File: src/verilog/crb_cfg.svh
// Register offsets, reset values and logical device numbers of the config bank
`ifndef CRB_CFG_SVH
`define CRB_CFG_SVH
`define CRB_IDX_CONFIG_CTRL   8'h02
`define CRB_IDX_LDN           8'h07
`define CRB_IDX_DEV_ID        8'h20
`define CRB_IDX_DEV_REV       8'h21
`define CRB_IDX_POWER_CTRL    8'h22
`define CRB_IDX_GLOBAL_LAST   8'h2F
`define CRB_IDX_ACTIVATE      8'h30
`define CRB_IDX_BASE_HIGH     8'h60
`define CRB_IDX_BASE_LOW      8'h61
`define CRB_IDX_IRQ_PRI       8'h70
`define CRB_IDX_IRQ_SEC       8'h72
`define CRB_IDX_MODE_0        8'hF0
`define CRB_IDX_MODE_1        8'hF1
`define CRB_IDX_MODE_2        8'hF2
`define CRB_LD_SERIAL_ONE     8'h04
`define CRB_LD_SERIAL_TWO     8'h05
`define CRB_LD_KEYBOARD       8'h07
`define CRB_LD_GAME           8'h09
`define CRB_LD_WAKE           8'h0A
`define CRB_LD_MIDI           8'h0B
`define CRB_SOFT_RESET_BIT    0
`define CRB_PWR_STANDBY_MASK  8'hA0
`define CRB_RST_ZERO          8'h00
`define CRB_RST_MIDI_HIGH     8'h03
`define CRB_RST_MIDI_LOW      8'h30
`define CRB_RST_MIDI_IRQ      8'h05
`define CRB_RST_IR_OPTIONS    8'h02
`define CRB_RST_IR_TIMEOUT    8'h03
`endif

File: src/verilog/crb_pkg.sv
// Types shared by the configuration register bank
package crb_pkg;
	typedef logic [7:0] crb_byte_t;
	// Reset source that applies in a given cycle
	typedef enum logic [2:0] {
		CRB_RST_NONE    = 3'b000,
		CRB_RST_HARD    = 3'b001,
		CRB_RST_VCC     = 3'b010,
		CRB_RST_STANDBY = 3'b011,
		CRB_RST_SOFT    = 3'b100
	} crb_rst_t;
endpackage : crb_pkg

File: src/verilog/crb_config_bank.sv
// Configuration register bank reached through index and data ports
// Operation
// Global registers occupy index 0x00 to 0x2F
// All eight index bits decode, no aliasing
// Unimplemented registers and bits: ignore writes, read zero
// Index write selects, data access routes there
// Ports respond only in configuration mode
// Reserved registers are read-only zero
// Power control bits 5,7 clear on standby only
// MIDI base resets 0x03/0x30 on every source
// Selector picks device for index 0x30 up
// Activate write touches selected device only
// Each reset loads its value or keeps contents
`timescale 1ns/100ps
`include "crb_cfg.svh"
module crb_config_bank
	import crb_pkg::*;
#(
	parameter logic [7:0] DEV_ID_VALUE  = 8'h5A, // Arbitrary identity value
	parameter logic [7:0] DEV_REV_VALUE = 8'h01  // Arbitrary revision value
) (
	input  wire logic       clk_sys,              // System clock, 200 MHz
	input  wire logic       reset,                // Hard reset, synchronous, high
	input  wire logic       main_poweron_reset,   // Main-supply power-on reset
	input  wire logic       standby_poweron_reset,// Standby-supply power-on reset
	input  wire logic       config_mode,          // Configuration mode entered
	input  wire logic       index_wr,             // Index port write strobe
	input  wire logic       data_wr,              // Data port write strobe
	input  wire logic       data_rd,              // Data port read strobe
	input  wire logic [7:0] wdata,                // Write data for either port
	output logic      [7:0] rdata,                // Read data, valid cycle after strobe
	output logic            rdata_valid,          // Pulse marking rdata
	output logic      [7:0] index_out,            // Current index
	output logic      [7:0] ldn_out,              // Selected logical device
	output logic      [7:0] power_ctrl_out,       // Chip power control
	output logic      [5:0] activate_out          // Activate bit 0 of ld4,5,7,9,wake,midi
);

	// Reset source, highest priority first; standby wins as it clears most
	crb_rst_t rst_src;
	always_comb begin
		if (standby_poweron_reset) begin
			rst_src = CRB_RST_STANDBY;
		end else if (main_poweron_reset) begin
			rst_src = CRB_RST_VCC;
		end else if (reset) begin
			rst_src = CRB_RST_HARD;
		end else begin
			rst_src = CRB_RST_NONE;
		end
	end

	logic [7:0] index_reg;      // Selected register number
	logic [7:0] ldn_reg;        // Selected logical device
	logic [7:0] power_ctrl_reg; // Chip power control
	logic       soft_reset_reg; // Soft reset pulse, self clearing
	logic       any_hw_rst;     // Any hardware reset source

	// Register storage per logical device
	logic [7:0] act_reg [6];                     // ld4, ld5, ld7, ld9, wake, midi
	logic [7:0] ld4_base_high_reg;               // Serial one base, high byte
	logic [7:0] ld4_base_low_reg;                // Serial one base, low byte
	logic [7:0] ld4_irq_select_reg;              // Serial one interrupt line
	logic [7:0] serial_one_mode_reg;             // Serial one mode
	logic [7:0] ld5_base_high_reg;               // Serial two base, high byte
	logic [7:0] ld5_base_low_reg;                // Serial two base, low byte
	logic [7:0] ld5_irq_select_reg;              // Serial two interrupt line
	logic [7:0] serial_two_mode_reg;             // Serial two mode
	logic [7:0] infrared_options_reg;            // Infrared options
	logic [7:0] infrared_halfduplex_timeout_reg; // Infrared turnaround timeout
	logic [7:0] keyboard_irq_select_reg;         // Keyboard interrupt line
	logic [7:0] pointer_irq_select_reg;          // Pointer interrupt line
	logic [7:0] keyboard_output_select_reg;      // Reset and address gate outputs
	logic [7:0] game_base_high_reg;              // Game port base, high byte
	logic [7:0] game_base_low_reg;               // Game port base, low byte
	logic [7:0] wake_block_base_high_reg;        // Wake block base, high byte
	logic [7:0] wake_block_base_low_reg;         // Wake block base, low byte
	logic [7:0] slow_clock_select_reg;           // Slow clock source, standby powered
	logic [7:0] midi_base_high_reg;              // MIDI base, high byte
	logic [7:0] midi_base_low_reg;               // MIDI base, low byte
	logic [7:0] midi_irq_select_reg;             // MIDI interrupt line

	assign any_hw_rst = (rst_src != CRB_RST_NONE);

	// Gated strobes: nothing answers outside configuration mode
	logic idx_we; // Index write taken
	logic dat_we; // Data write taken
	logic dat_re; // Data read taken
	assign idx_we = index_wr & config_mode;
	assign dat_we = data_wr & config_mode;
	assign dat_re = data_rd & config_mode;

	// Full index compare, no bits ignored
	function automatic logic hit(input logic [7:0] idx, input logic [7:0] ld, input logic [7:0] off,
		input logic [7:0] dev);
		hit = (idx == off) && (ld == dev);
	endfunction : hit

	// Index register; reset clears it for a defined start
	// Soft reset leaves it alone: the host is mid-sequence at that point
	always_ff @(posedge clk_sys) begin
		if (any_hw_rst) begin
			index_reg <= `CRB_RST_ZERO;
		end else if (idx_we) begin
			index_reg <= wdata;
		end
	end

	// Soft reset request strobe clears itself one cycle later
	// Nothing is stored, so the control byte always reads back zero
	always_ff @(posedge clk_sys) begin
		if (any_hw_rst) begin
			soft_reset_reg <= 1'b0;
		end else begin
			soft_reset_reg <= dat_we && (index_reg == `CRB_IDX_CONFIG_CTRL)
				&& wdata[`CRB_SOFT_RESET_BIT];
		end
	end

	// Logical device selector resets on every source including soft
	always_ff @(posedge clk_sys) begin
		if (any_hw_rst || soft_reset_reg) begin
			ldn_reg <= `CRB_RST_ZERO;
		end else if (dat_we && index_reg == `CRB_IDX_LDN) begin
			ldn_reg <= wdata;
		end
	end

	// Power control; bits 5 and 7 survive all but the standby reset
	always_ff @(posedge clk_sys) begin
		if (rst_src == CRB_RST_STANDBY) begin
			power_ctrl_reg <= `CRB_RST_ZERO;
		end else if (any_hw_rst || soft_reset_reg) begin
			power_ctrl_reg <= power_ctrl_reg & `CRB_PWR_STANDBY_MASK;
		end else if (dat_we && index_reg == `CRB_IDX_POWER_CTRL) begin
			power_ctrl_reg <= wdata;
		end
	end

	// Activate registers; ld5 has a value only for standby reset
	localparam logic [7:0] ACT_LD [6] = '{`CRB_LD_SERIAL_ONE, `CRB_LD_SERIAL_TWO,
		`CRB_LD_KEYBOARD, `CRB_LD_GAME, `CRB_LD_WAKE, `CRB_LD_MIDI};
	genvar g;
	generate
		for (g = 0; g < 6; g++) begin : g_act
			always_ff @(posedge clk_sys) begin
				if ((g == 1) ? (rst_src == CRB_RST_STANDBY) : (any_hw_rst || soft_reset_reg)) begin
					act_reg[g] <= `CRB_RST_ZERO;
				end else if (dat_we && hit(index_reg, ldn_reg, `CRB_IDX_ACTIVATE, ACT_LD[g])) begin
					act_reg[g] <= wdata;
				end
			end
		end
	endgenerate

	// Registers loaded with their reset values on every reset, soft included
	always_ff @(posedge clk_sys) begin
		if (any_hw_rst || soft_reset_reg) begin
			ld4_base_high_reg        <= `CRB_RST_ZERO;
			ld4_base_low_reg         <= `CRB_RST_ZERO;
			ld4_irq_select_reg       <= `CRB_RST_ZERO;
			ld5_base_high_reg        <= `CRB_RST_ZERO;
			ld5_base_low_reg         <= `CRB_RST_ZERO;
			ld5_irq_select_reg       <= `CRB_RST_ZERO;
			keyboard_irq_select_reg  <= `CRB_RST_ZERO;
			pointer_irq_select_reg   <= `CRB_RST_ZERO;
			game_base_high_reg       <= `CRB_RST_ZERO;
			game_base_low_reg        <= `CRB_RST_ZERO;
			wake_block_base_high_reg <= `CRB_RST_ZERO;
			wake_block_base_low_reg  <= `CRB_RST_ZERO;
			midi_base_high_reg       <= `CRB_RST_MIDI_HIGH;
			midi_base_low_reg        <= `CRB_RST_MIDI_LOW;
			midi_irq_select_reg      <= `CRB_RST_MIDI_IRQ;
		end else if (dat_we) begin
			// Each write lands only in the selected device's copy
			// Serial one
			if (hit(index_reg, ldn_reg, `CRB_IDX_BASE_HIGH, `CRB_LD_SERIAL_ONE)) begin
				ld4_base_high_reg <= wdata;
			end
			if (hit(index_reg, ldn_reg, `CRB_IDX_BASE_LOW, `CRB_LD_SERIAL_ONE)) begin
				ld4_base_low_reg <= wdata;
			end
			if (hit(index_reg, ldn_reg, `CRB_IDX_IRQ_PRI, `CRB_LD_SERIAL_ONE)) begin
				ld4_irq_select_reg <= wdata;
			end
			// Serial two
			if (hit(index_reg, ldn_reg, `CRB_IDX_BASE_HIGH, `CRB_LD_SERIAL_TWO)) begin
				ld5_base_high_reg <= wdata;
			end
			if (hit(index_reg, ldn_reg, `CRB_IDX_BASE_LOW, `CRB_LD_SERIAL_TWO)) begin
				ld5_base_low_reg <= wdata;
			end
			if (hit(index_reg, ldn_reg, `CRB_IDX_IRQ_PRI, `CRB_LD_SERIAL_TWO)) begin
				ld5_irq_select_reg <= wdata;
			end
			// Keyboard and pointer
			if (hit(index_reg, ldn_reg, `CRB_IDX_IRQ_PRI, `CRB_LD_KEYBOARD)) begin
				keyboard_irq_select_reg <= wdata;
			end
			if (hit(index_reg, ldn_reg, `CRB_IDX_IRQ_SEC, `CRB_LD_KEYBOARD)) begin
				pointer_irq_select_reg <= wdata;
			end
			// Game port
			if (hit(index_reg, ldn_reg, `CRB_IDX_BASE_HIGH, `CRB_LD_GAME)) begin
				game_base_high_reg <= wdata;
			end
			if (hit(index_reg, ldn_reg, `CRB_IDX_BASE_LOW, `CRB_LD_GAME)) begin
				game_base_low_reg <= wdata;
			end
			// Wake block
			if (hit(index_reg, ldn_reg, `CRB_IDX_BASE_HIGH, `CRB_LD_WAKE)) begin
				wake_block_base_high_reg <= wdata;
			end
			if (hit(index_reg, ldn_reg, `CRB_IDX_BASE_LOW, `CRB_LD_WAKE)) begin
				wake_block_base_low_reg <= wdata;
			end
			// MIDI
			if (hit(index_reg, ldn_reg, `CRB_IDX_BASE_HIGH, `CRB_LD_MIDI)) begin
				midi_base_high_reg <= wdata;
			end
			if (hit(index_reg, ldn_reg, `CRB_IDX_BASE_LOW, `CRB_LD_MIDI)) begin
				midi_base_low_reg <= wdata;
			end
			if (hit(index_reg, ldn_reg, `CRB_IDX_IRQ_PRI, `CRB_LD_MIDI)) begin
				midi_irq_select_reg <= wdata;
			end
		end
	end

	// Mode registers: hardware resets only, soft reset keeps them
	always_ff @(posedge clk_sys) begin
		if (any_hw_rst) begin
			serial_one_mode_reg             <= `CRB_RST_ZERO;
			serial_two_mode_reg             <= `CRB_RST_ZERO;
			keyboard_output_select_reg      <= `CRB_RST_ZERO;
			infrared_options_reg            <= `CRB_RST_IR_OPTIONS;
			infrared_halfduplex_timeout_reg <= `CRB_RST_IR_TIMEOUT;
		end else if (dat_we) begin
			// Serial port modes
			if (hit(index_reg, ldn_reg, `CRB_IDX_MODE_0, `CRB_LD_SERIAL_ONE)) begin
				serial_one_mode_reg <= wdata;
			end
			if (hit(index_reg, ldn_reg, `CRB_IDX_MODE_0, `CRB_LD_SERIAL_TWO)) begin
				serial_two_mode_reg <= wdata;
			end
			// Infrared settings exist on serial two only
			if (hit(index_reg, ldn_reg, `CRB_IDX_MODE_1, `CRB_LD_SERIAL_TWO)) begin
				infrared_options_reg <= wdata;
			end
			if (hit(index_reg, ldn_reg, `CRB_IDX_MODE_2, `CRB_LD_SERIAL_TWO)) begin
				infrared_halfduplex_timeout_reg <= wdata;
			end
			// Keyboard reset and address gate outputs
			if (hit(index_reg, ldn_reg, `CRB_IDX_MODE_0, `CRB_LD_KEYBOARD)) begin
				keyboard_output_select_reg <= wdata;
			end
		end
	end

	// Slow clock select lives on standby power: only its own reset clears it
	always_ff @(posedge clk_sys) begin
		if (rst_src == CRB_RST_STANDBY) begin
			slow_clock_select_reg <= `CRB_RST_ZERO;
		end else if (dat_we && hit(index_reg, ldn_reg, `CRB_IDX_MODE_0, `CRB_LD_WAKE)) begin
			slow_clock_select_reg <= wdata;
		end
	end

	// Read mux; anything unlisted, reserved or out of range reads zero
	logic [7:0] rd_mux;
	always_comb begin
		rd_mux = 8'h00;
		if (index_reg <= `CRB_IDX_GLOBAL_LAST) begin
			// Global range, independent of selected device
			case (index_reg)
				`CRB_IDX_LDN:        rd_mux = ldn_reg;
				`CRB_IDX_DEV_ID:     rd_mux = DEV_ID_VALUE;
				`CRB_IDX_DEV_REV:    rd_mux = DEV_REV_VALUE;
				`CRB_IDX_POWER_CTRL: rd_mux = power_ctrl_reg;
				default:             rd_mux = 8'h00;
			endcase
		end else begin
			// Activate sits at the same index in every implemented device
			for (int i = 0; i < 6; i++) begin
				if (hit(index_reg, ldn_reg, `CRB_IDX_ACTIVATE, ACT_LD[i]))
					rd_mux = act_reg[i];
			end
			case (ldn_reg)
				`CRB_LD_SERIAL_ONE: begin
					case (index_reg)
						`CRB_IDX_BASE_HIGH: rd_mux = ld4_base_high_reg;
						`CRB_IDX_BASE_LOW:  rd_mux = ld4_base_low_reg;
						`CRB_IDX_IRQ_PRI:   rd_mux = ld4_irq_select_reg;
						`CRB_IDX_MODE_0:    rd_mux = serial_one_mode_reg;
						default:            ;
					endcase
				end
				`CRB_LD_SERIAL_TWO: begin
					// 0x62, 0x63, 0x74 stay zero as reserved
					case (index_reg)
						`CRB_IDX_BASE_HIGH: rd_mux = ld5_base_high_reg;
						`CRB_IDX_BASE_LOW:  rd_mux = ld5_base_low_reg;
						`CRB_IDX_IRQ_PRI:   rd_mux = ld5_irq_select_reg;
						`CRB_IDX_MODE_0:    rd_mux = serial_two_mode_reg;
						`CRB_IDX_MODE_1:    rd_mux = infrared_options_reg;
						`CRB_IDX_MODE_2:    rd_mux = infrared_halfduplex_timeout_reg;
						default:            ;
					endcase
				end
				`CRB_LD_KEYBOARD: begin
					case (index_reg)
						`CRB_IDX_IRQ_PRI: rd_mux = keyboard_irq_select_reg;
						`CRB_IDX_IRQ_SEC: rd_mux = pointer_irq_select_reg;
						`CRB_IDX_MODE_0:  rd_mux = keyboard_output_select_reg;
						default:          ;
					endcase
				end
				`CRB_LD_GAME: begin
					case (index_reg)
						`CRB_IDX_BASE_HIGH: rd_mux = game_base_high_reg;
						`CRB_IDX_BASE_LOW:  rd_mux = game_base_low_reg;
						default:            ;
					endcase
				end
				`CRB_LD_WAKE: begin
					// 0xF1 reserved, reads zero
					case (index_reg)
						`CRB_IDX_BASE_HIGH: rd_mux = wake_block_base_high_reg;
						`CRB_IDX_BASE_LOW:  rd_mux = wake_block_base_low_reg;
						`CRB_IDX_MODE_0:    rd_mux = slow_clock_select_reg;
						default:            ;
					endcase
				end
				`CRB_LD_MIDI: begin
					case (index_reg)
						`CRB_IDX_BASE_HIGH: rd_mux = midi_base_high_reg;
						`CRB_IDX_BASE_LOW:  rd_mux = midi_base_low_reg;
						`CRB_IDX_IRQ_PRI:   rd_mux = midi_irq_select_reg;
						default:            ;
					endcase
				end
				default: ; // Unimplemented devices read zero
			endcase
		end
	end

	// Registered read answer, one cycle after the strobe
	// Zero between reads keeps stale data off the port
	always_ff @(posedge clk_sys) begin
		if (any_hw_rst) begin
			rdata       <= 8'h00;
			rdata_valid <= 1'b0;
		end else begin
			rdata_valid <= dat_re;
			rdata       <= dat_re ? rd_mux : 8'h00;
		end
	end

	// Registered status outputs
	always_ff @(posedge clk_sys) begin
		if (any_hw_rst) begin
			index_out      <= 8'h00;
			ldn_out        <= 8'h00;
			power_ctrl_out <= 8'h00;
			activate_out   <= 6'h00;
		end else begin
			index_out      <= index_reg;
			ldn_out        <= ldn_reg;
			power_ctrl_out <= power_ctrl_reg;
			for (int i = 0; i < 6; i++) begin
				activate_out[i] <= act_reg[i][0];
			end
		end
	end

endmodule : crb_config_bank

File: config.mk
export PLATFORM = sky130hd
export DESIGN_NAME = crb_config_bank
export DESIGN_NICKNAME = d
export VERILOG_FILES = /design/src/verilog/crb_pkg.sv /design/src/verilog/crb_config_bank.sv
export VERILOG_INCLUDE_DIRS = /design/src /design/src/verilog
export SDC_FILE = /design/constraint.sdc
export NUM_CORES = 1
export LEC_CHECK = 0
export ABC_AREA = 0
export BUFFER_PORTS_ARGS = -buffer_cell sky130_fd_sc_hd__buf_2
export CAP_MARGIN = 10
export CORE_ASPECT_RATIO = 1.2
export CORE_MARGIN = 3
export CORE_UTILIZATION = 56
export CTS_BUF_LIST = sky130_fd_sc_hd__clkbuf_16
export DETAILED_ROUTE_END_ITERATION = 10
export PLACE_DENSITY_LB_ADDON = 0.15
export SKIP_LAST_GASP = 1
export SLEW_MARGIN = 30
export SYNTH_ARGS = -nofsm -noshare
export SYNTH_HDL_FRONTEND = slang
export SYNTH_SLANG_ARGS = --single-unit
export TNS_END_PERCENT = 50
File: constraint.sdc
create_clock -name clk_sys -period 2.7 [get_ports clk_sys]
set_input_delay 0.135 -clock clk_sys [delete_from_list [all_inputs] [get_ports clk_sys]]
set_output_delay 0.135 -clock clk_sys [all_outputs]
set_load 0.05 [all_outputs]
==> out/summary.txt <==
Synth async-reset ratio - 0%
first-pass GRT wire length - 67.6 mm
violated checks - negative setup slack
vias per cell - 6.40
Routed met3 length - 3.75 mm
share of Yosys cell area claimed by the top area cell type - 36.4%
Total GRT Usage - 35.7%
Avg Cell Area, Syn - 9.02 sq um
GPL Wtd Cong - 1.02
IO Pins - 55
H-tree depth - 1
Final Skew - 0.0138 ns
largest family of logic cells by synthesized area - simple AND/OR/NAND/NOR gates
Main synth FF type - dfxtp_1
worst hold margin - 0.0752 ns
Post-Synth Simple-Gate Area - 23.4%
crit path max fanout - 12
path depth of the worst reg2reg path - 8
worst slew pin tran - 0.898 ns
CP startpoint kind - flip-flop
Vias - 11600
final hold vios - 0
Stages on worst setup path - 8
Distinct cells, synth - 76
Max Cap Viol - 0
CP max stage cell - dfxtp_1
CTS buffer count - 28
WS Path Type - flip-flop to flip-flop
fin crit period - 2.76 ns
Comb pwr share - 2.9%
CP Capture Type - flip-flop
Post-Route WL - 44.7 mm
die height - 171 microns
vias in the first global route - 11000
Clk pin slew, worst setup/hold paths - 0.07 ns
P_leak - 5.21 nW
outcome - complete, but fails checks
CTS tree - yes
Synth Net Count - 1429
M1 WL - 18.2 mm
power per cell area - 576 nW/um^2
Port Buffer Count - 54
CP Cell Sequence - nor4bb_2 -> buf_4 -> nand2_2 -> o211a_4 -> a21oi_2 -> a21oi_1 -> a21oi_1 -> a31oi_1
total grt overflow - 0
Die ar. - 24600 sq um
DR iter-0 viols - 1286
wire per inst - 24.7 microns
Compound-Gate Fraction of Synth Area - 15.8%
cell internal pwr - 6.65 mW
max-slew violations - 0
clk sink count - 280
sequential share of the synthesized area - 47.7%
worst-skew pair later-pin latency - 0.56 ns
Area contributors post-synth - dfxtp_1, edfxtp_1, mux2i_1
CP top delay family - compound AO/OA/AOI/OAI gates
top sig layer - met4
Switching Share - 22.6%
placed cell areas - 13900 sq um
RSZ-0062 raised after global routing - yes
most frequent cell after synthesis - dfxtp_1
root buffer cell - clkbuf_16
Slew HR - 40.1%
Initial Util - 58.0%
Cell Area, Synth - 12700 sq um
EDFF count, synth - 48
Chip Width - 144 microns
nets@finish - 1531
WL met2 - 20.7 mm
Final setup viols - 1
share of cells above drive strength 1 - 18.0%
Yosys top cell by area - dfxtp_1
hpwl dp - 31.0 mm
HP Class - primary input to flip-flop
Clock Power Share - 47.2%
design area - 14900 sq um
area of the core - 22000 sq um
Arr. time, crit path - 3.20 ns
CP required - 3.14 ns
crit-path max cell delay - 0.53 ns
DRT Pass-1 Iters - 6
post-route ant nets - 0
P&R area growth vs syn - 17.0%
most numerous cell on the critical path - a21oi_1
max FFs per register - 48
Sw Pwr - 1.94 mW
Final WS setup - -0.0570 ns
register share of total power - 49.9%
DRC violations left - 0
worst vdd ir - 0.574 mV
Cells after Synth - 1413
#FFs+latches synth - 280
hold depth - 4
most instantiated cells after synthesis - dfxtp_1, nand2_1, nor2_1
cell row count - 59
pin count of the biggest net entering global routing - 75
Crit path buffers/inverters - 1
Diodes inserted - 0
Tcrit/Tclk final - 102%
Post-Synth Adder-Cell Area - 0%
Synth warnings - 0
initial antenna violation count - 0
mux cell area share after synthesis - 9.17%
Post-Synth XOR/XNOR Area - 0%
post-layout util - 67.8%
Max Clk Rate - 0.363 GHz
maximum clock path buffer count - 3
-- final cells by class --
class,instances,area (sq um)
Tap cell,274,343
Timing Repair Buffer,180,1290
Fill cell,1820,7080
Multi-Input combinational cell,1017,6220
Sequential cell,280,6090
Clock buffer,29,726
Clock inverter,23,224
Inverter,8,30.0
-- worst reg2reg max path, stage by stage (launching register included) --
cell and delay [ns]:
dfxtp_1 0.53, nor4bb_2 0.34, buf_4 0.25, nand2_2 0.22, o211a_4 0.31, a21oi_2 0.40
a21oi_1 0.24, a21oi_1 0.23, a31oi_1 0.12
-- timing repair --
item / 4_1_cts / 5_1_grt
resized for setup: 1 / 7
buffers inserted: 1 / 1
pin swaps: 1 / 1
hold buffers: 4 / 0
setup endpoints to repair: 2 / 20
endpoints found under the hold margin: 14 / 0
-- stage by stage --
step	setup WS (ns)	total power, mW	TNS (ns)	std cells
final	-0.0570	8.59	-0.0570	1811
after global routing	-0.0536	8.79	-0.0996	1811
after CTS	-0.0543	8.61	-0.0543	1810
after detailed placement	-0.128	4.62	-0.206	1753
after global placement	-0.213	4.61	-0.295	1752
after floorplan	0.198	4.50	0	1413
-- power groups by stage --
| stage | Clock [mW] | Combinational (mW) | Sequential, mW |
|---|---|---|---|
| 2_1_floorplan | 0 | 0.129 | 4.37 |
| 3_3_place_gp | 0 | 0.237 | 4.38 |
| 3_5_place_dp | 0 | 0.240 | 4.38 |
| 4_1_cts | 4.08 | 0.244 | 4.28 |
| 5_1_grt | 4.25 | 0.258 | 4.28 |
| 6_report | 4.06 | 0.251 | 4.28 |
-- final timing paths --
kind                                        end                   from  slack (ns)
min reg2reg               ld5_irq_select_reg[4]  ld5_irq_select_reg[4]        0.45
max                                    rdata[0]             ldn_reg[3]       -0.06
max reg2reg                            rdata[0]             ldn_reg[3]       -0.06
min          infrared_halfduplex_timeout_reg[0]                  reset        0.08
-- routing by layer --
| metal | vias up | track usage (%) |
|---|---|---|
| li1 | 5239 | - |
| met1 | 5555 | 47.6 |
| met2 | 664 | 57.9 |
| met3 | 132 | 6.06 |
| met4 | 0 | 14.7 |
| met5 | - | 0 |
-- cell families (layout without fill, tap and decap cells) --
logic type	after synthesis	after routing
and+or+nand+nor	587	587
AOI/OAI and AO/OA	314	314
DFF	280	280
muxes	116	116
buffers and inverters	116	240
-- cells in the final DEF, fill, tap and decap left out, types with 4 or more instances in the layout --
cell type	synthesis	final
a21oi_1	119	119
a221o_1	6	6
a221oi_1	5	4
a222oi_1	13	13
a22o_1	8	8
a22oi_1	32	31
a311oi_1	6	6
a31oi_1	20	19
a32oi_1	4	4
and2_1	81	81
and3_1	8	8
buf_12	0	5
buf_2	25	55
buf_4	2	116
bufinv_16	0	4
clkbuf_16	0	29
clkinv_2	0	8
dfxtp_1	232	232
dlygate4sd3_1	0	4
edfxtp_1	48	48
inv_1	8	9
mux2_2	6	6
mux2i_1	110	110
nand2_1	227	225
nand2b_1	6	5
nand3_1	46	46
nand4_1	5	5
nor2_1	129	129
nor2_2	6	6
nor2b_1	5	5
nor3_1	14	13
nor3_2	6	5
nor3_4	8	10
nor4_1	5	5
nor4b_1	4	4
o211ai_1	6	6
o21ai_0	53	52
o22ai_1	5	5
o31ai_1	7	7
or4_1	4	4
(Power assumes the default switching activity.)
